## src/regulator_settings_pkg.sv

```systemverilog
package regulator_settings_pkg;

	// ------------------------------------------------------------
	// Register offsets
	// ------------------------------------------------------------
	localparam logic [7:0] PHASE_CURRENT_LIMIT_ADDR = 8'hd0;
	localparam logic [7:0] RAIL_A_RAMP_AND_MODE_ADDR = 8'hd1;
	localparam logic [7:0] RAIL_B_RAMP_AND_MODE_ADDR = 8'hd2;
	localparam logic [7:0] PHASE_SHEDDING_AND_COUNT_ADDR = 8'hd3;
	localparam logic [7:0] RAIL_A_VOLTAGE_CEILING_ADDR = 8'hd5;

	// ------------------------------------------------------------
	// Reset values
	// ------------------------------------------------------------
	localparam logic [7:0] CURRENT_LIMIT_RESET = 8'h00;
	localparam logic [7:0] RAMP_AND_MODE_RESET = 8'h00;
	localparam logic [7:0] SHEDDING_AND_COUNT_RESET = 8'h00;
	localparam logic [7:0] CEILING_RESET = 8'h7f;
	localparam logic [7:0] UNMAPPED_READ_VALUE = 8'h00;

	// ------------------------------------------------------------
	// Field layouts
	// ------------------------------------------------------------
	typedef struct packed {
		logic [3:0] rail_b_phase_limit;
		logic [3:0] rail_a_phase_limit;
	} current_limit_t;

	typedef struct packed {
		logic [2:0] falling_slew;
		logic [2:0] rising_slew;
		logic [1:0] operating_mode;
	} ramp_and_mode_t;

	typedef struct packed {
		logic [2:0] reserved;
		logic rail_b_shedding_enable;
		logic rail_a_shedding_enable;
		logic rail_b_phase_sel;
		logic [1:0] rail_a_phase_sel;
	} shedding_and_count_t;

	typedef struct packed {
		logic reserved;
		logic [6:0] rail_a_ceiling_code;
	} ceiling_t;

	// ------------------------------------------------------------
	// Codes and scales
	// ------------------------------------------------------------
	localparam logic [12:0] LIMIT_BASE_MA = 13'h0fa0;
	localparam logic [12:0] LIMIT_STEP_MA = 13'h00c8;
	localparam logic [10:0] VOLT_BASE_MV = 11'h12c;
	localparam logic [10:0] VOLT_STEP_MV = 11'h00a;
	localparam logic [2:0] SLEW_SPECIAL_CODE = 3'h7;
	// Slew rates in units of 10 uV/us
	localparam logic [11:0] SLEW_RATE_0 = 12'h07d;
	localparam logic [11:0] SLEW_RATE_1 = 12'h0fa;
	localparam logic [11:0] SLEW_RATE_2 = 12'h1f4;
	localparam logic [11:0] SLEW_RATE_3 = 12'h3e8;
	localparam logic [11:0] SLEW_RATE_4 = 12'h7d0;
	localparam logic [11:0] SLEW_RATE_5 = 12'hbb8;
	localparam logic [11:0] SLEW_RATE_6 = 12'hfa0;
	localparam logic [1:0] MODE_FROM_SETTING = 2'h0;
	localparam logic [1:0] MODE_AUTO_SINGLE = 2'h1;
	localparam logic [1:0] MODE_FORCED_PWM = 2'h2;
	localparam logic [1:0] MODE_AUTO = 2'h3;
	localparam logic [1:0] RAIL_A_PHASE_SEL_TWO = 2'h1;
	localparam logic [1:0] RAIL_A_PHASE_SEL_THREE = 2'h2;
	localparam logic [2:0] MAX_PHASES_SMALL_VARIANT = 3'h2;

	typedef enum logic [1:0] {
		OP_PWM,
		OP_AUTO,
		OP_AUTO_SINGLE
	} op_mode_t;

	typedef struct packed {
		logic [12:0] limit_ma;
		logic [11:0] fall_rate;
		logic fall_reserved;
		logic [11:0] rise_rate;
		logic rise_immediate;
		op_mode_t mode;
		logic shedding;
		logic [2:0] phases;
		logic uneven_shift;
	} rail_ctrl_t;

	function automatic logic [12:0] limit_ma_of(input logic [3:0] code);
		limit_ma_of = LIMIT_BASE_MA + 13'(LIMIT_STEP_MA * {9'h000, code});
	endfunction : limit_ma_of

	function automatic logic [10:0] voltage_mv_of(input logic [6:0] code);
		voltage_mv_of = VOLT_BASE_MV + 11'(VOLT_STEP_MV * {4'h0, code});
	endfunction : voltage_mv_of

endpackage : regulator_settings_pkg

```

## src/rail_mode_resolver.sv

```systemverilog
`timescale 1ns/1ns
module rail_mode_resolver
	import regulator_settings_pkg::*;
(
	input wire logic [1:0] mode_code_in,
	input wire logic setting_mode_bit_in,
	input wire logic shedding_enable_in,
	input wire logic [2:0] pwm_phases_in,
	output op_mode_t mode_out,
	output logic shedding_out,
	output logic [2:0] phases_out
);

	// ------------------------------------------------------------
	// Mode selection
	// ------------------------------------------------------------
	always_comb begin
		unique case (mode_code_in)
			MODE_FROM_SETTING:
				mode_out = setting_mode_bit_in ? OP_AUTO : OP_PWM;
			MODE_AUTO_SINGLE: mode_out = OP_AUTO_SINGLE;
			MODE_FORCED_PWM: mode_out = OP_PWM;
			MODE_AUTO: mode_out = OP_AUTO;
		endcase
	end

	// ------------------------------------------------------------
	// Shedding and phase count
	// ------------------------------------------------------------
	always_comb begin
		shedding_out = shedding_enable_in && (mode_out == OP_PWM);
		phases_out = (mode_out == OP_AUTO_SINGLE) ? 3'h1 : pwm_phases_in;
	end

endmodule : rail_mode_resolver

```

## src/regulator_settings_regs.sv

```systemverilog
`timescale 1ns/1ns
module regulator_settings_regs
	import regulator_settings_pkg::*;
(
	input wire logic core_clk_in,
	input wire logic rst_in,
	input wire logic [7:0] reg_addr_in,
	input wire logic reg_wr_in,
	input wire logic reg_rd_in,
	input wire logic [7:0] reg_wdata_in,
	input wire logic test_mode_in,
	input wire logic four_phase_variant_in,
	input wire logic otp_load_in,
	input wire logic [6:0] otp_ceiling_in,
	input wire logic rail_a_setting_mode_bit_in,
	input wire logic rail_b_setting_mode_bit_in,
	output logic [7:0] reg_rdata_out,
	output logic reg_rvalid_out,
	output rail_ctrl_t rail_a_ctrl_out,
	output rail_ctrl_t rail_b_ctrl_out,
	output logic [6:0] rail_a_ceiling_code_out,
	output logic [10:0] rail_a_ceiling_mv_out
);

	// ------------------------------------------------------------
	// Register storage
	// ------------------------------------------------------------
	current_limit_t current_limit_reg;
	ramp_and_mode_t rail_a_ramp_reg;
	ramp_and_mode_t rail_b_ramp_reg;
	shedding_and_count_t shedding_reg;
	ceiling_t ceiling_reg;

	// ------------------------------------------------------------
	// Pin synchronisers and strap
	// ------------------------------------------------------------
	logic test_mode_meta_reg;
	logic test_mode_sync_reg;
	logic variant_meta_reg;
	logic variant_sync_reg;
	logic variant_captured_reg;
	logic four_phase_reg;

	// ------------------------------------------------------------
	// Decoded values
	// ------------------------------------------------------------
	logic [11:0] rail_a_fall_rate;
	logic rail_a_fall_special;
	logic [11:0] rail_a_rise_rate;
	logic rail_a_rise_special;
	logic [11:0] rail_b_fall_rate;
	logic rail_b_fall_special;
	logic [11:0] rail_b_rise_rate;
	logic rail_b_rise_special;
	logic [2:0] rail_a_pwm_phases;
	logic [2:0] rail_b_pwm_phases;
	op_mode_t rail_a_mode;
	op_mode_t rail_b_mode;
	logic rail_a_shedding;
	logic rail_b_shedding;
	logic [2:0] rail_a_phases;
	logic [2:0] rail_b_phases;
	logic [7:0] read_next;
	logic write_limit;
	logic write_rail_a;
	logic write_rail_b;
	logic write_shedding;
	logic write_ceiling;

	// ------------------------------------------------------------
	// Address decode
	// ------------------------------------------------------------
	always_comb begin
		write_limit = reg_wr_in && (reg_addr_in == PHASE_CURRENT_LIMIT_ADDR);
		write_rail_a = reg_wr_in && (reg_addr_in == RAIL_A_RAMP_AND_MODE_ADDR);
		write_rail_b = reg_wr_in && (reg_addr_in == RAIL_B_RAMP_AND_MODE_ADDR);
		write_shedding = reg_wr_in &&
			(reg_addr_in == PHASE_SHEDDING_AND_COUNT_ADDR);
		write_ceiling = reg_wr_in &&
			(reg_addr_in == RAIL_A_VOLTAGE_CEILING_ADDR);
	end

	// ------------------------------------------------------------
	// Test mode synchroniser
	// ------------------------------------------------------------
	always_ff @(posedge core_clk_in) begin
		if (rst_in) begin
			test_mode_meta_reg <= 1'b0;
			test_mode_sync_reg <= 1'b0;
		end else begin
			test_mode_meta_reg <= test_mode_in;
			test_mode_sync_reg <= test_mode_meta_reg;
		end
	end

	// ------------------------------------------------------------
	// Variant strap synchroniser, free-running through reset
	// ------------------------------------------------------------
	always_ff @(posedge core_clk_in) begin
		variant_meta_reg <= four_phase_variant_in;
		variant_sync_reg <= variant_meta_reg;
	end

	// ------------------------------------------------------------
	// Variant strap, caught once after reset release
	// ------------------------------------------------------------
	always_ff @(posedge core_clk_in) begin
		if (rst_in) begin
			variant_captured_reg <= 1'b0;
			four_phase_reg <= 1'b0;
		end else if (!variant_captured_reg) begin
			variant_captured_reg <= 1'b1;
			four_phase_reg <= variant_sync_reg;
		end
	end

	// ------------------------------------------------------------
	// Current limit register
	// ------------------------------------------------------------
	always_ff @(posedge core_clk_in) begin
		if (rst_in) begin
			current_limit_reg <= CURRENT_LIMIT_RESET;
		end else if (write_limit) begin
			current_limit_reg <= reg_wdata_in;
		end
	end

	// ------------------------------------------------------------
	// Rail ramp and mode registers
	// ------------------------------------------------------------
	always_ff @(posedge core_clk_in) begin
		if (rst_in) begin
			rail_a_ramp_reg <= RAMP_AND_MODE_RESET;
		end else if (write_rail_a) begin
			rail_a_ramp_reg <= reg_wdata_in;
		end
	end

	always_ff @(posedge core_clk_in) begin
		if (rst_in) begin
			rail_b_ramp_reg <= RAMP_AND_MODE_RESET;
		end else if (write_rail_b) begin
			rail_b_ramp_reg <= reg_wdata_in;
		end
	end

	// ------------------------------------------------------------
	// Shedding and phase count register
	// ------------------------------------------------------------
	always_ff @(posedge core_clk_in) begin
		if (rst_in) begin
			shedding_reg <= SHEDDING_AND_COUNT_RESET;
		end else if (write_shedding) begin
			shedding_reg <= reg_wdata_in;
		end
	end

	// ------------------------------------------------------------
	// Rail A ceiling register
	// ------------------------------------------------------------
	always_ff @(posedge core_clk_in) begin
		if (rst_in) begin
			ceiling_reg <= CEILING_RESET;
		end else if (write_ceiling && test_mode_sync_reg) begin
			ceiling_reg <= reg_wdata_in;
		end else if (write_ceiling) begin
			ceiling_reg.reserved <= reg_wdata_in[7];
		end else if (otp_load_in) begin
			ceiling_reg.rail_a_ceiling_code <= otp_ceiling_in;
		end
	end

	// ------------------------------------------------------------
	// Read path
	// ------------------------------------------------------------
	always_comb begin
		unique case (reg_addr_in)
			PHASE_CURRENT_LIMIT_ADDR: read_next = current_limit_reg;
			RAIL_A_RAMP_AND_MODE_ADDR: read_next = rail_a_ramp_reg;
			RAIL_B_RAMP_AND_MODE_ADDR: read_next = rail_b_ramp_reg;
			PHASE_SHEDDING_AND_COUNT_ADDR: read_next = shedding_reg;
			RAIL_A_VOLTAGE_CEILING_ADDR: read_next = ceiling_reg;
			default: read_next = UNMAPPED_READ_VALUE;
		endcase
	end

	always_ff @(posedge core_clk_in) begin
		if (rst_in) begin
			reg_rdata_out <= UNMAPPED_READ_VALUE;
		end else if (reg_rd_in) begin
			reg_rdata_out <= read_next;
		end
	end

	always_ff @(posedge core_clk_in) begin
		if (rst_in) begin
			reg_rvalid_out <= 1'b0;
		end else begin
			reg_rvalid_out <= reg_rd_in;
		end
	end

	// ------------------------------------------------------------
	// Slew rate decoders
	// ------------------------------------------------------------
	slew_rate_decoder rail_a_fall_dec (
		.code_in(rail_a_ramp_reg.falling_slew),
		.rate_out(rail_a_fall_rate),
		.special_out(rail_a_fall_special)
	);

	slew_rate_decoder rail_a_rise_dec (
		.code_in(rail_a_ramp_reg.rising_slew),
		.rate_out(rail_a_rise_rate),
		.special_out(rail_a_rise_special)
	);

	slew_rate_decoder rail_b_fall_dec (
		.code_in(rail_b_ramp_reg.falling_slew),
		.rate_out(rail_b_fall_rate),
		.special_out(rail_b_fall_special)
	);

	slew_rate_decoder rail_b_rise_dec (
		.code_in(rail_b_ramp_reg.rising_slew),
		.rate_out(rail_b_rise_rate),
		.special_out(rail_b_rise_special)
	);

	// ------------------------------------------------------------
	// PWM phase counts
	// ------------------------------------------------------------
	always_comb begin
		rail_a_pwm_phases = 3'({1'b0, shedding_reg.rail_a_phase_sel} + 3'h1);
		if (!four_phase_reg &&
			(shedding_reg.rail_a_phase_sel > RAIL_A_PHASE_SEL_TWO)) begin
			rail_a_pwm_phases = MAX_PHASES_SMALL_VARIANT;
		end
		rail_b_pwm_phases = shedding_reg.rail_b_phase_sel ? 3'h2 : 3'h1;
	end

	// ------------------------------------------------------------
	// Mode resolution
	// ------------------------------------------------------------
	rail_mode_resolver rail_a_resolver (
		.mode_code_in(rail_a_ramp_reg.operating_mode),
		.setting_mode_bit_in(rail_a_setting_mode_bit_in),
		.shedding_enable_in(shedding_reg.rail_a_shedding_enable),
		.pwm_phases_in(rail_a_pwm_phases),
		.mode_out(rail_a_mode),
		.shedding_out(rail_a_shedding),
		.phases_out(rail_a_phases)
	);

	rail_mode_resolver rail_b_resolver (
		.mode_code_in(rail_b_ramp_reg.operating_mode),
		.setting_mode_bit_in(rail_b_setting_mode_bit_in),
		.shedding_enable_in(shedding_reg.rail_b_shedding_enable),
		.pwm_phases_in(rail_b_pwm_phases),
		.mode_out(rail_b_mode),
		.shedding_out(rail_b_shedding),
		.phases_out(rail_b_phases)
	);

	// ------------------------------------------------------------
	// Rail A control outputs
	// ------------------------------------------------------------
	always_ff @(posedge core_clk_in) begin
		if (rst_in) begin
			rail_a_ctrl_out <= '0;
		end else begin
			rail_a_ctrl_out.limit_ma <=
				limit_ma_of(current_limit_reg.rail_a_phase_limit);
			rail_a_ctrl_out.fall_rate <= rail_a_fall_rate;
			rail_a_ctrl_out.fall_reserved <= rail_a_fall_special;
			rail_a_ctrl_out.rise_rate <= rail_a_rise_rate;
			rail_a_ctrl_out.rise_immediate <= rail_a_rise_special;
			rail_a_ctrl_out.mode <= rail_a_mode;
			rail_a_ctrl_out.shedding <= rail_a_shedding;
			rail_a_ctrl_out.phases <= rail_a_phases;
			rail_a_ctrl_out.uneven_shift <= (rail_a_phases == 3'h3);
		end
	end

	// ------------------------------------------------------------
	// Rail B control outputs
	// ------------------------------------------------------------
	always_ff @(posedge core_clk_in) begin
		if (rst_in) begin
			rail_b_ctrl_out <= '0;
		end else begin
			rail_b_ctrl_out.limit_ma <=
				limit_ma_of(current_limit_reg.rail_b_phase_limit);
			rail_b_ctrl_out.fall_rate <= rail_b_fall_rate;
			rail_b_ctrl_out.fall_reserved <= rail_b_fall_special;
			rail_b_ctrl_out.rise_rate <= rail_b_rise_rate;
			rail_b_ctrl_out.rise_immediate <= rail_b_rise_special;
			rail_b_ctrl_out.mode <= rail_b_mode;
			rail_b_ctrl_out.shedding <= rail_b_shedding;
			rail_b_ctrl_out.phases <= rail_b_phases;
			rail_b_ctrl_out.uneven_shift <= 1'b0;
		end
	end

	// ------------------------------------------------------------
	// Ceiling outputs
	// ------------------------------------------------------------
	always_ff @(posedge core_clk_in) begin
		if (rst_in) begin
			rail_a_ceiling_code_out <= CEILING_RESET[6:0];
		end else begin
			rail_a_ceiling_code_out <= ceiling_reg.rail_a_ceiling_code;
		end
	end

	// ------------------------------------------------------------
	// Ceiling in millivolts
	// ------------------------------------------------------------
	always_ff @(posedge core_clk_in) begin
		if (rst_in) begin
			rail_a_ceiling_mv_out <= voltage_mv_of(CEILING_RESET[6:0]);
		end else begin
			rail_a_ceiling_mv_out <=
				voltage_mv_of(ceiling_reg.rail_a_ceiling_code);
		end
	end

endmodule : regulator_settings_regs

```

## src/slew_rate_decoder.sv

```systemverilog
`timescale 1ns/1ns
module slew_rate_decoder
	import regulator_settings_pkg::*;
(
	input wire logic [2:0] code_in,
	output logic [11:0] rate_out,
	output logic special_out
);

	// ------------------------------------------------------------
	// Code to rate
	// ------------------------------------------------------------
	always_comb begin
		special_out = 1'b0;
		unique case (code_in)
			3'h0: rate_out = SLEW_RATE_0;
			3'h1: rate_out = SLEW_RATE_1;
			3'h2: rate_out = SLEW_RATE_2;
			3'h3: rate_out = SLEW_RATE_3;
			3'h4: rate_out = SLEW_RATE_4;
			3'h5: rate_out = SLEW_RATE_5;
			3'h6: rate_out = SLEW_RATE_6;
			3'h7: begin
				rate_out = 12'h000;
				special_out = 1'b1;
			end
		endcase
	end

endmodule : slew_rate_decoder
```

## config.mk

```make
export PLATFORM = sky130hd
export DESIGN_NAME = regulator_settings_regs
export DESIGN_NICKNAME = d
export VERILOG_FILES = /design/src/regulator_settings_pkg.sv /design/src/rail_mode_resolver.sv /design/src/regulator_settings_regs.sv /design/src/slew_rate_decoder.sv
export SDC_FILE = /design/constraint.sdc
export NUM_CORES = 1
export LEC_CHECK = 0
export ABC_AREA = 1
export BUFFER_PORTS_ARGS = -buffer_cell sky130_fd_sc_hd__buf_2
export CAP_MARGIN = 0
export CORE_MARGIN = 2
export CORE_UTILIZATION = 45
export DETAILED_ROUTE_END_ITERATION = 16
export PLACE_DENSITY = 0.7
export SLEW_MARGIN = 20
export SYNTH_ARGS = -nofsm -noshare
export SYNTH_HDL_FRONTEND = slang
export SYNTH_SLANG_ARGS = --single-unit
```

## constraint.sdc

```tcl
create_clock -name core_clk_in -period 6.5 [get_ports core_clk_in]
set_clock_uncertainty 0.1 [all_clocks]
set_input_delay 0.65 -clock core_clk_in [delete_from_list [all_inputs] [get_ports core_clk_in]]
set_output_delay 0.65 -clock core_clk_in [all_outputs]
set_load 0.005 [all_outputs]
```

-- Yosys cells after proc, flatten, opt, wreduce, memory -nomap -nowiden
Index checks and enable logic that the tools add are counted.
- add/subtract/negate cells: 4
- multipliers: 3
- magnitude comparators: 1
- equal/unequal tests: 43
- multiplexer cells: 22
- reductions and logical operators: 22
- operator list (cell ; number):
    case mux 12 bit (8 select lines) ; 4
    equality test 3 bit (second input constant) ; 16
    equality test 8 bit (second input constant) ; 5
    case mux 8 bit (5 select lines) ; 1
    equality test 3 x 2 -> 1 bit (second input constant) ; 9
    adder 12 x 12 -> 13 bit (first input constant) ; 2
    multiplier 5 x 4 -> 9 bit (first input constant) ; 2
    case mux 2 bit (4 select lines) ; 2
    2-to-1 mux 7 bit ; 2
    equality test 2 bit (second input constant) ; 6
    equality test 3 x 1 -> 1 bit (second input constant) ; 4
    zero test 3 bit ; 4
    adder 9 x 11 -> 11 bit (first input constant) ; 1
    multiplier 3 x 7 -> 10 bit (first input constant) ; 1
    logical AND 1 bit ; 9
    2-to-1 mux 1 bit ; 9
    zero test 2 bit ; 4
    2-to-1 mux 8 bit ; 1
    2-to-1 mux 3 bit ; 2
    equality test 2 x 1 -> 1 bit (second input constant) ; 2
    nonzero test 2 bit ; 2
    adder 2 x 1 -> 3 bit (second input constant) ; 1
    greater-than comparator 2 x 1 -> 1 bit (second input constant) ; 1
    2-to-1 mux 2 bit ; 1
    other kinds (4) ; 4
- flip-flop bits (word level): 164
- bits of input ports: 32
- output and inout bits: 119
- word-level logic and storage cells: 139

-- Logic depth before layout (Yosys ltp)
Gate-level depths: netlist of the first run.
- depth in word-level cells: 5
- gate-level depth with buffers: 12
- gate-level depth less buffers: 12

-- Cells and area by module
From an unflattened synthesis of the first run, not the netlist that was laid out.
- cell total of the unflattened synthesis: 938
- area total of the unflattened synthesis: 7160.6 µm²
- by module, submodules not included (module ; times used ; cells each ; area each (µm²) ; seq. area each (µm²)):
    regulator_settings_regs ; 1 ; 796 ; 6442.4 ; 3123.0
    slew_rate_decoder ; 4 ; 28 ; 146.4 ; 0.0
    rail_mode_resolver ; 2 ; 15 ; 66.3 ; 0.0

-- Worst setup path before layout of the first run
No wires, ideal clock.
- path type: register to register
- start: register current_limit_reg[4] (netlist name)
- end: register rail_b_ctrl_out[43] (netlist name)
- library setup time: 70 ps
- arrival time: 1882 ps
- required time: 6330 ps
- setup slack: 4448 ps
- stages on the path, launching flop included: 9
- path buffers: 0
- period minus slack after synthesis: 2052 ps
- cell sequence: dfxtp_1 > ha_1 > ha_1 > fa_1 > inv_1 > nand3_1 > nor2_1 > or2_2 > a21oi_1
- word-level cells in the longest chain between the ends: 2
- ends and longest elaborated chain (element ; line ; RTL):
    start: declaration ; regulator_settings_regs.sv:28 ; current_limit_t current_limit_reg;
    start signal: assignment ; regulator_settings_regs.sv:124 ; current_limit_reg <= reg_wdata_in;
    multiplier 5 x 4 -> 9 bit ; regulator_settings_pkg.sv:91 ; limit_ma_of = LIMIT_BASE_MA + 13'(LIMIT_STEP_MA * {9'h000, code});
    adder 12 x 12 -> 13 bit ; regulator_settings_pkg.sv:91 ;
    end: declaration ; regulator_settings_regs.sv:20 ; output rail_ctrl_t rail_b_ctrl_out,
Every way passes these cells.
A chain may end at the register's enable or synchronous reset.

-- Worst setup path in the final report of the first run
- start: register ceiling_reg[3] (netlist name)
- end: register rail_a_ceiling_mv_out[9]
- word-level cells in the longest chain between the ends: 2
- ends and longest elaborated chain (element ; line ; RTL):
    start: declaration ; regulator_settings_regs.sv:32 ; ceiling_t ceiling_reg;
    start signal: assignment ; regulator_settings_regs.sv:165 ; ceiling_reg <= reg_wdata_in;
    multiplier 3 x 7 -> 10 bit ; regulator_settings_pkg.sv:95 ; voltage_mv_of = VOLT_BASE_MV + 11'(VOLT_STEP_MV * {4'h0, code});
    adder 9 x 11 -> 11 bit ; regulator_settings_pkg.sv:95 ;
    end signal: assignment ; regulator_settings_regs.sv:321 ; rail_a_ceiling_mv_out <= voltage_mv_of(CEILING_RESET[6:0]);
    end signal: assignment ; regulator_settings_regs.sv:323 ; rail_a_ceiling_mv_out <=
    end: declaration ; regulator_settings_regs.sv:22 ; output logic [10:0] rail_a_ceiling_mv_out
Every way passes these cells.

==> results.cfg, run 1 <==
[cells_and_area]
regArea_um2 = 3100
multiInputGateArea_um2 = 2770
top_register = rail_a_ctrl_out
antenna_cells = 0
n_fill_cell = 1295
nets = 1007
largest_reg_flops = 43
reg_top3 = rail_a_ctrl_out x43, rail_b_ctrl_out x41, rail_a_ceiling_mv_out x9
drive_gt1_share_pct = 21.7
area_growth_pct = 21.3
finalCoreUtilization_pct = 56.1

[synth]
synth_common_cells = dfxtp_1, nand2_1, inv_1, nor2_1, a21oi_1
synth.area.top_cells = dfxtp_1, nand2_1, ha_1
syn_inst = 808
netlist_area_um2 = 6450
synth.avg_cell_area_um2 = 7.98
synthDistinctLibCells = 40
synth-seq-area-share_pct = 48.1
ys_warn_count = 0
synth_top_area_share_pct = 48.1
yosysMostFrequentCell = dfxtp_1
synth_seq_cells = 155
async_reset_ff_share_pct = 0
synth_top_area_cell = dfxtp_1
ys.flop_type = dfxtp_1
synth_edf_count = 0

[cts]
clock-sinks = 155
cts_resized = 0
htreeDepth = 4
cts_setup_buffers = 0
clkSlewWorstSetupHoldPaths_ns = 0.06
cts_tree = done
clockBufferDepth = 2
cts-buffers-inserted = 17
clk_latency_ns = 0.42
ctsHoldBuffers = 0
cts_root_buf = clkbuf_16

[worst_hold_path]
hold_path.class = in2reg

[critical_path]
startpoint = ceiling_reg[3]$_SDFFE_PP1P_
worstPathRequired_ns = 6.69
crit_end = rail_a_ceiling_mv_out[9]$_SDFF_PP1_
rr_worst_depth = 9
cp_max_fo = 4
criticalPathCategory = reg2reg
start_kind = register
critPathCaptureType = register
cp.arrival_ns = 2.45
r2r-start = ceiling_reg[3]$_SDFFE_PP1P_
rr_endpoint = rail_a_ceiling_mv_out[9]$_SDFF_PP1_
rrSetupSlack_ns = 4.23

[sta]
setup_viol_count_final = 0
max_slew_margin_pct = 44.4
maxClockFrequency_mhz = 441
hold_viol_final = 0
timing.hold.ws_ns = 0.223
rsz0062_at_grt = no
fin_setup_tns_ns = 0
maxSlewViolCount = 0
tightest_slew_ns = 0.832
fin_crit_sh_pct = 34.9
fin_crit_ns = 2.27

[outcome]
outcome = complete, no violations

[die]
pin_count = 151
placement_rows = 43
core_um2 = 13900
die_h_um = 124
initial_core_util_pct = 46.3
design.die.area_um2 = 15300
die_w_um = 124

[route]
num_vias = 5537
dr.pass1.iters = 5
drc = 0
wl_per_cell_um = 13.1
drt_iter0_markers = 328
via_per_inst = 4.89
wirelength_mm = 14.8
ant_nets = 0

[global_routing]
antenna_found_initial = 0
gr-usage-all-layers_pct = 19.9
grt_pass1_vias = 4898
grt-ovfl-total = 0
grt_max_degree = 74
grt_pass1_wl_mm = 23.6

[placed_design]
dp_hpwl_mm = 10.7
place_congestion = 0.893
io_buffers = 141

[power_and_ir_drop]
p_int_w = 0.00167
pwr-share-comb_pct = 9.0
p_clk_share_pct = 45.8
switchingPower_w = 0.000536
switching_share_pct = 24.3
cellPowerDensity_nw_per_um2 = 283
seqPwrFrac_pct = 45.2
ir_worst_vdd_mv = 0.200
p_leak_nw = 3.93

[run]
cap_violations = 0
-- worst max-delay path, cell delays in order, from the launching register on --
cell	delay, ns
dfxtp_1	0.41
ha_1	0.27
ha_1	0.24
fa_1	0.42
xnor2_1	0.27
a21oi_1	0.12
nand2_1	0.12
nand2_1	0.05
nand2_1	0.05
nand3_1	0.07
-- routing by layer --
metal / vias up / share of wire (%) / track usage, %
met3: 25 / 6.5 / 5.77
met2: 178 / 46 / 31.8
met1: 2493 / 45 / 26.0
li1: 2841 / - / -
met5: - / 0 / 0
met4: 0 / 1.7 / 6.32
-- through the flow --
stage          area [um^2]  setup WS, ns  std cells  power (W)
6_report              7820          4.23       1132    0.00221
5_1_grt               7820          4.03       1132    0.00231
2_1_floorplan         6480          4.45        816    0.00115
3_5_place_dp          7210          3.85       1100    0.00122
4_1_cts               7820          4.23       1132    0.00224
3_3_place_gp          7210          3.90       1100    0.00122
-- power by group through the flow --
stage | registers [W] | clock network (W) | logic [W]
2_1_floorplan | 0.00102 | 0 | 0.000127
3_3_place_gp | 0.00102 | 0 | 0.000197
3_5_place_dp | 0.00102 | 0 | 0.000198
4_1_cts | 0.00100 | 0.00104 | 0.000200
5_1_grt | 0.00100 | 0.00108 | 0.000226
6_report | 0.00100 | 0.00101 | 0.000198
-- cell families after synthesis --
group	count (synthesis)	synth area share, %
other cells	1	0.0582
compound gates	132	10.5
xor+xnor	7	0.951
fa+ha+maj	36	7.34
flops	155	48.1
buf+inv	143	9.36
simple gates	334	23.6
-- cells in the final DEF, fill, tap and decap left out, types with 3 or more instances in the layout --
cell and instances:
o21ai_1 26, inv_1 92, fa_1 3, ha_1 33, o21ai_0 27, xor2_1 3, a21oi_1 70, nand2_1 151
clkbuf_16 17, nand4_1 14, xnor2_1 4, o22ai_1 3, inv_2 11, nor2_4 4, or2_2 6, clkinvlp_4 3
nand3_1 59, inv_6 5, bufinv_16 3, nor3_1 8, nand3_2 3, nor2_1 77, buf_2 141, conb_1 9
dfxtp_1 155
-- how the worst min path moves through the flow --
stage                                          end  cells past startpoint  slack, ns                     start
final                     variant_meta_reg$_DFF_P_                      1       0.22     four_phase_variant_in
after CTS                 variant_meta_reg$_DFF_P_                      1       0.20     four_phase_variant_in
after floorplan           variant_sync_reg$_DFF_P_                      0       0.21  variant_meta_reg$_DFF_P_
after global routing      variant_meta_reg$_DFF_P_                      1       0.20     four_phase_variant_in
after global placement    variant_sync_reg$_DFF_P_                      0       0.21  variant_meta_reg$_DFF_P_
after detailed placement  variant_sync_reg$_DFF_P_                      0       0.22  variant_meta_reg$_DFF_P_
-- layout make-up --
cell class | instances | area share [%]
sequential | 155 | 39.7
multi-input combinational | 518 | 35.4
inverter | 104 | 5.01
clock buffer | 18 | 5.49
timing repair buffer | 143 | 9.21
clock inverter | 14 | 2.32
tap | 180 | 2.88
Note: power is estimated with default switching activity, not from simulation.
==> run 2, diff against run 1 <==
- PLACE_DENSITY: 0.7 -> 0.72
- clock period: 6.5 -> 1.9 ns (I/O delays scaled with it)
==> results.cfg, run 2 (synthesis gave the netlist of run 1 again) <==
[power_and_ir_drop]
seqPwrFrac_pct = 44.7
p_int_w = 0.00566
p_total_w = 0.00765
switchingPower_w = 0.00199
pwr-share-comb_pct = 11.7
p_leak_nw = 4.19
p_clk_share_pct = 43.7
ir_worst_vdd_mv = 0.573
cellPowerDensity_nw_per_um2 = 887
switching_share_pct = 26.0

[sta]
setup_viol_count_final = 8
max_slew_margin_pct = 60.1
rsz0062_at_grt = yes
hold_viol_final = 0
setup_ws_ns = -0.0791
fin_crit_sh_pct = 104
fin_crit_ns = 1.98
maxSlewViolCount = 0
maxClockFrequency_mhz = 505
tightest_slew_ns = 0.592

[die]
initial_core_util_pct = 46.3
design.die.area_um2 = 15300
placement_rows = 43
die_h_um = 124
pin_count = 151
core_um2 = 13900
die_w_um = 124

[route]
wl_per_cell_um = 13.4
drc = 0
via_per_inst = 4.87
dr.pass1.iters = 5
ant_nets = 0
drt_iter0_markers = 370
wirelength_mm = 15.9
num_vias = 5758

[critical_path]
slowest_delay_ns = 0.42
start_kind = register
rr_worst_depth = 7
critPathCaptureType = register
criticalPathCategory = reg2reg
rrSetupSlack_ns = -0.08
cp_max_fo = 4
r2r-start = current_limit_reg[6]$_SDFFE_PP0P_
cp.arrival_ns = 2.24
cpMaxStageDelayCell = fa_2
crit_chain = buf_4 -> ha_4 -> fa_2 -> xor2_2 -> nor2_2 -> or2_4 -> a21oi_2
worstPathRequired_ns = 2.16
rr_endpoint = rail_b_ctrl_out[43]$_SDFF_PP0_

[global_routing]
grt_pass1_vias = 5118
grt_pass1_wl_mm = 24.7
gr-usage-all-layers_pct = 21.0
grt-ovfl-total = 0
grt_max_degree = 49
antenna_found_initial = 0

[cells_and_area]
multiInputGateArea_um2 = 3130
reg_top3 = rail_a_ctrl_out x43, rail_b_ctrl_out x41, rail_a_ceiling_mv_out x9
area_growth_pct = 33.8
layout_commonest_cell = nand2_1
n_fill_cell = 1196
drive_gt1_share_pct = 30.8
nets = 1058
finalCoreUtilization_pct = 61.9
fin_area_um2 = 8620
top_register = rail_a_ctrl_out
largest_reg_flops = 43
regArea_um2 = 3130
antenna_cells = 0
layout_common_cells = nand2_1, dfxtp_1, buf_2, inv_1, nor2_1

[cts]
clkSlewWorstSetupHoldPaths_ns = 0.06
cts_tree = done
clockBufferDepth = 2
clk_latency_ns = 0.43
cts-buffers-inserted = 17
clock-sinks = 155
cts_root_buf = clkbuf_16
htreeDepth = 4

[worst_hold_path]
hold_start = otp_ceiling_in[2]
hold_path.class = in2reg
hold_depth = 5
min_to = ceiling_reg[2]$_SDFFE_PP1P_

[outcome]
outcome = finished, violations left
violations = negative setup slack

[placed_design]
dp_hpwl_mm = 11.2
pre_cts_ws_ns = -0.0718
placed_area_um2 = 7570
place_congestion = 0.939
io_buffers = 141

[run]
cap_violations = 0
==> run 2: cell count changes in the layout (fill, tap and decap cells not counted), sizes merged <==
cell,previous run,this run
buf,143,177
bufinv,3,1
clkinv,3,5
clkinvlp,3,1
dlygate4sd3,0,17
inv,109,111
==> run 2: worst max-delay path by stage <==
stage | startpoint | endpoint | slack (ns) | depth (start not counted)
2_1_floorplan | current_limit_reg[5]$_SDFFE_PP0P_ | rail_b_ctrl_out[43]$_SDFF_PP0_ | -0.02 | 8
3_3_place_gp | current_limit_reg[3]$_SDFFE_PP0P_ | rail_a_ctrl_out[44]$_SDFF_PP0_ | -0.05 | 9
3_5_place_dp | current_limit_reg[4]$_SDFFE_PP0P_ | rail_b_ctrl_out[43]$_SDFF_PP0_ | -0.07 | 8
4_1_cts | current_limit_reg[4]$_SDFFE_PP0P_ | rail_b_ctrl_out[45]$_SDFF_PP0_ | -0.04 | 9
5_1_grt | current_limit_reg[6]$_SDFFE_PP0P_ | rail_b_ctrl_out[44]$_SDFF_PP0_ | -0.16 | 11
6_report | current_limit_reg[6]$_SDFFE_PP0P_ | rail_b_ctrl_out[43]$_SDFF_PP0_ | -0.08 | 7
==> run 2: layer usage <==
layer  global-route usage (%)  part of all wire, %  routed length [um]  up-vias
met5                        0                    0                   0        -
met4                     8.03                  1.9                 298        0
met3                     4.53                  5.9                 929       20
met2                     35.3                   48                7670      178
met1                     26.4                   44                6970     2600
li1                         -                    -                   -     2960
==> run 2: metrics by stage <==
step           hold slack, ns  instances  TNS, ns
6_report               0.0239       1183   -0.365
5_1_grt                0.0496       1183    -1.08
4_1_cts              0.000862       1180   -0.196
3_5_place_dp            0.197       1128   -0.456
3_3_place_gp            0.192       1128   -0.186
2_1_floorplan           0.118        816  -0.0225
==> run 2: critical path, delay by kind of cell (launching register included) <==
kind	cells	cell delay, ns
buf+inv	1	0.14
flops	1	0.36
fa+ha+maj	2	0.64
compound gates	1	0.10
simple gates	2	0.31
xor+xnor	1	0.26
==> run 2: what timing repair did <==
item | 4_1_cts | 5_1_grt
setup endpoints to repair | 11 | 12
hold endpoints to repair | 33 | 0
buffers inserted | 3 | 3
hold buffers | 17 | 0
pin swaps | 19 | 8
gates resized for setup | 30 | 19
==> run 2: final cells by class <==
type                    count  share of cell area (%)
multi-input cells         518                    36.3
repair buffers            194                    13.4
inverters                 104                    4.57
clock buffers              18                    5.09
flip-flops and latches    155                    36.3
well taps                 180                    2.61
clock inverters            14                    1.76
==> run 2: power groups by stage <==
| stage | registers [W] | logic, W | clock network, W |
|---|---|---|---|
| after CTS | 0.00342 | 0.000848 | 0.00339 |
| after floorplan | 0.00351 | 0.000459 | 0 |
| final | 0.00342 | 0.000893 | 0.00334 |
| after detailed placement | 0.00349 | 0.000743 | 0 |
| after global routing | 0.00343 | 0.000990 | 0.00354 |
| after global placement | 0.00349 | 0.000735 | 0 |
==> run 3, diff against run 2 <==
- clock period: 1.9 -> 1.6 ns (I/O delays scaled with it)
==> results.cfg, run 3 (synthesis gave the netlist of run 1 again) <==
[outcome]
outcome = finished, violations left
violations = negative setup slack

[critical_path]
cpMaxStageDelayCell = fa_2
cp.buffers_inverters = 1
criticalPathCategory = reg2reg
rrSetupSlack_ns = -0.41
cp_max_fo = 3
worstPathRequired_ns = 1.86
start_kind = register
rr_endpoint = rail_b_ctrl_out[43]$_SDFF_PP0_
crit_chain = buf_4 -> ha_4 -> fa_2 -> xor2_2 -> nor2_4 -> or2_4 -> a21oi_2
slowest_delay_ns = 0.42
rr_worst_depth = 7
critPathCaptureType = register
path_delay_family = adder cells
r2r-start = current_limit_reg[6]$_SDFFE_PP0P_
cp.arrival_ns = 2.27

[die]
initial_core_util_pct = 46.3
design.die.area_um2 = 15300
pin_count = 151
die_w_um = 124
die_h_um = 124
core_um2 = 13900
placement_rows = 43

[placed_design]
place_congestion = 0.917
dp_hpwl_mm = 11.5
placed_area_um2 = 7690
io_buffers = 141
pre_cts_ws_ns = -0.377

[cts]
cts-buffers-inserted = 17
cts_tree = done
clockBufferDepth = 2
clk_latency_ns = 0.43
cts_root_buf = clkbuf_16
clkSlewWorstSetupHoldPaths_ns = 0.06
htreeDepth = 4
clock-sinks = 155

[sta]
fin_crit_sh_pct = 126
fin_crit_ns = 2.01
rsz0062_at_grt = yes
maxClockFrequency_mhz = 498
maxSlewViolCount = 0
hold_viol_final = 0
fin_setup_tns_ns = -5.01
setup_viol_count_final = 16
setup_ws_ns = -0.408

[route]
via_per_inst = 4.93
ant_nets = 0
dr.pass1.iters = 5
drt_iter0_markers = 300
num_vias = 5874
drc = 0
wirelength_mm = 16.2
wl_per_cell_um = 13.6

[cells_and_area]
layout_commonest_cell = nand2_1
multiInputGateArea_um2 = 3170
nets = 1067
regArea_um2 = 3130
drive_gt1_share_pct = 31.5
reg_top3 = rail_a_ctrl_out x43, rail_b_ctrl_out x41, rail_a_ceiling_mv_out x9
largest_reg_flops = 43
finalCoreUtilization_pct = 63.0
area_growth_pct = 36.1
antenna_cells = 0
layout_common_cells = nand2_1, dfxtp_1, buf_2, inv_1, nor2_1
top_register = rail_a_ctrl_out
fin_area_um2 = 8770
n_fill_cell = 1166

[global_routing]
antenna_found_initial = 0
grt_pass1_wl_mm = 25.5
gr-usage-all-layers_pct = 21.6
grt-ovfl-total = 0
grt_pass1_vias = 5349
grt_max_degree = 53

[run]
cap_violations = 0

[worst_hold_path]
hold_start = reg_rd_in
hold_depth = 3
hold_path.class = in2reg
min_to = reg_rvalid_out$_SDFF_PP0_

[power_and_ir_drop]
cellPowerDensity_nw_per_um2 = 1040
p_total_w = 0.00916
ir_worst_vdd_mv = 0.712
p_leak_nw = 4.26
run 3: per-layer routing:
layer	track usage, %	vias up	part of all wire, %
met2	36.2	198	50
li1	-	2970	-
met3	4.90	21	5.8
met1	27.2	2685	43
met4	7.95	0	1.4
met5	0	-	0
run 3: worst max-delay path by stage:
stage                                            from                              to  slack [ns]  cells after the start
finish              current_limit_reg[6]$_SDFFE_PP0P_  rail_b_ctrl_out[43]$_SDFF_PP0_       -0.41                      7
global route        current_limit_reg[6]$_SDFFE_PP0P_  rail_b_ctrl_out[44]$_SDFF_PP0_       -0.50                     11
detailed placement  current_limit_reg[3]$_SDFFE_PP0P_  rail_a_ctrl_out[45]$_SDFF_PP0_       -0.38                     10
CTS                 current_limit_reg[1]$_SDFFE_PP0P_  rail_a_ctrl_out[45]$_SDFF_PP0_       -0.36                      9
floorplan           current_limit_reg[0]$_SDFFE_PP0P_  rail_a_ctrl_out[44]$_SDFF_PP0_       -0.30                      9
global placement    current_limit_reg[3]$_SDFFE_PP0P_  rail_a_ctrl_out[44]$_SDFF_PP0_       -0.36                      9
run 3: through the flow:
| step | instances | hold WS [ns] |
|---|---|---|
| after global routing | 1192 | 0.0237 |
| after global placement | 1135 | 0.164 |
| after CTS | 1188 | 0.00824 |
| final | 1192 | 0.0169 |
| after floorplan | 816 | 0.0877 |
| after detailed placement | 1135 | 0.164 |
run 3: final cells by class:
cell class	count	area share [%]
clock buffers	18	4.89
clock inverters	14	1.78
inverters	104	4.49
multi-input cells	518	36.1
flip-flops and latches	155	35.7
well taps	180	2.57
repair buffers	203	14.5
run 3: where the power goes:
group / switching, W / internal, W / total, W
clock: 0.00175 / 0.00221 / 0.00397
combinational: 0.000617 / 0.000523 / 0.00114
sequential: 0.0000482 / 0.00400 / 0.00405
run 3: what timing repair did:
| item | CTS | global route |
|---|---|---|
| pin swaps | 20 | 14 |
| buffers inserted | 1 | 4 |
| resized for setup | 23 | 30 |
| hold endpoints to repair | 44 | 0 |
| hold buffers | 20 | 0 |
| setup endpoints to repair | 16 | 16 |
| cloned | 0 | 0 |
run 3: worst min-delay path, stage by stage:
cell    delay, ns
buf_2        0.20
inv_1        0.10
nor2_1       0.04
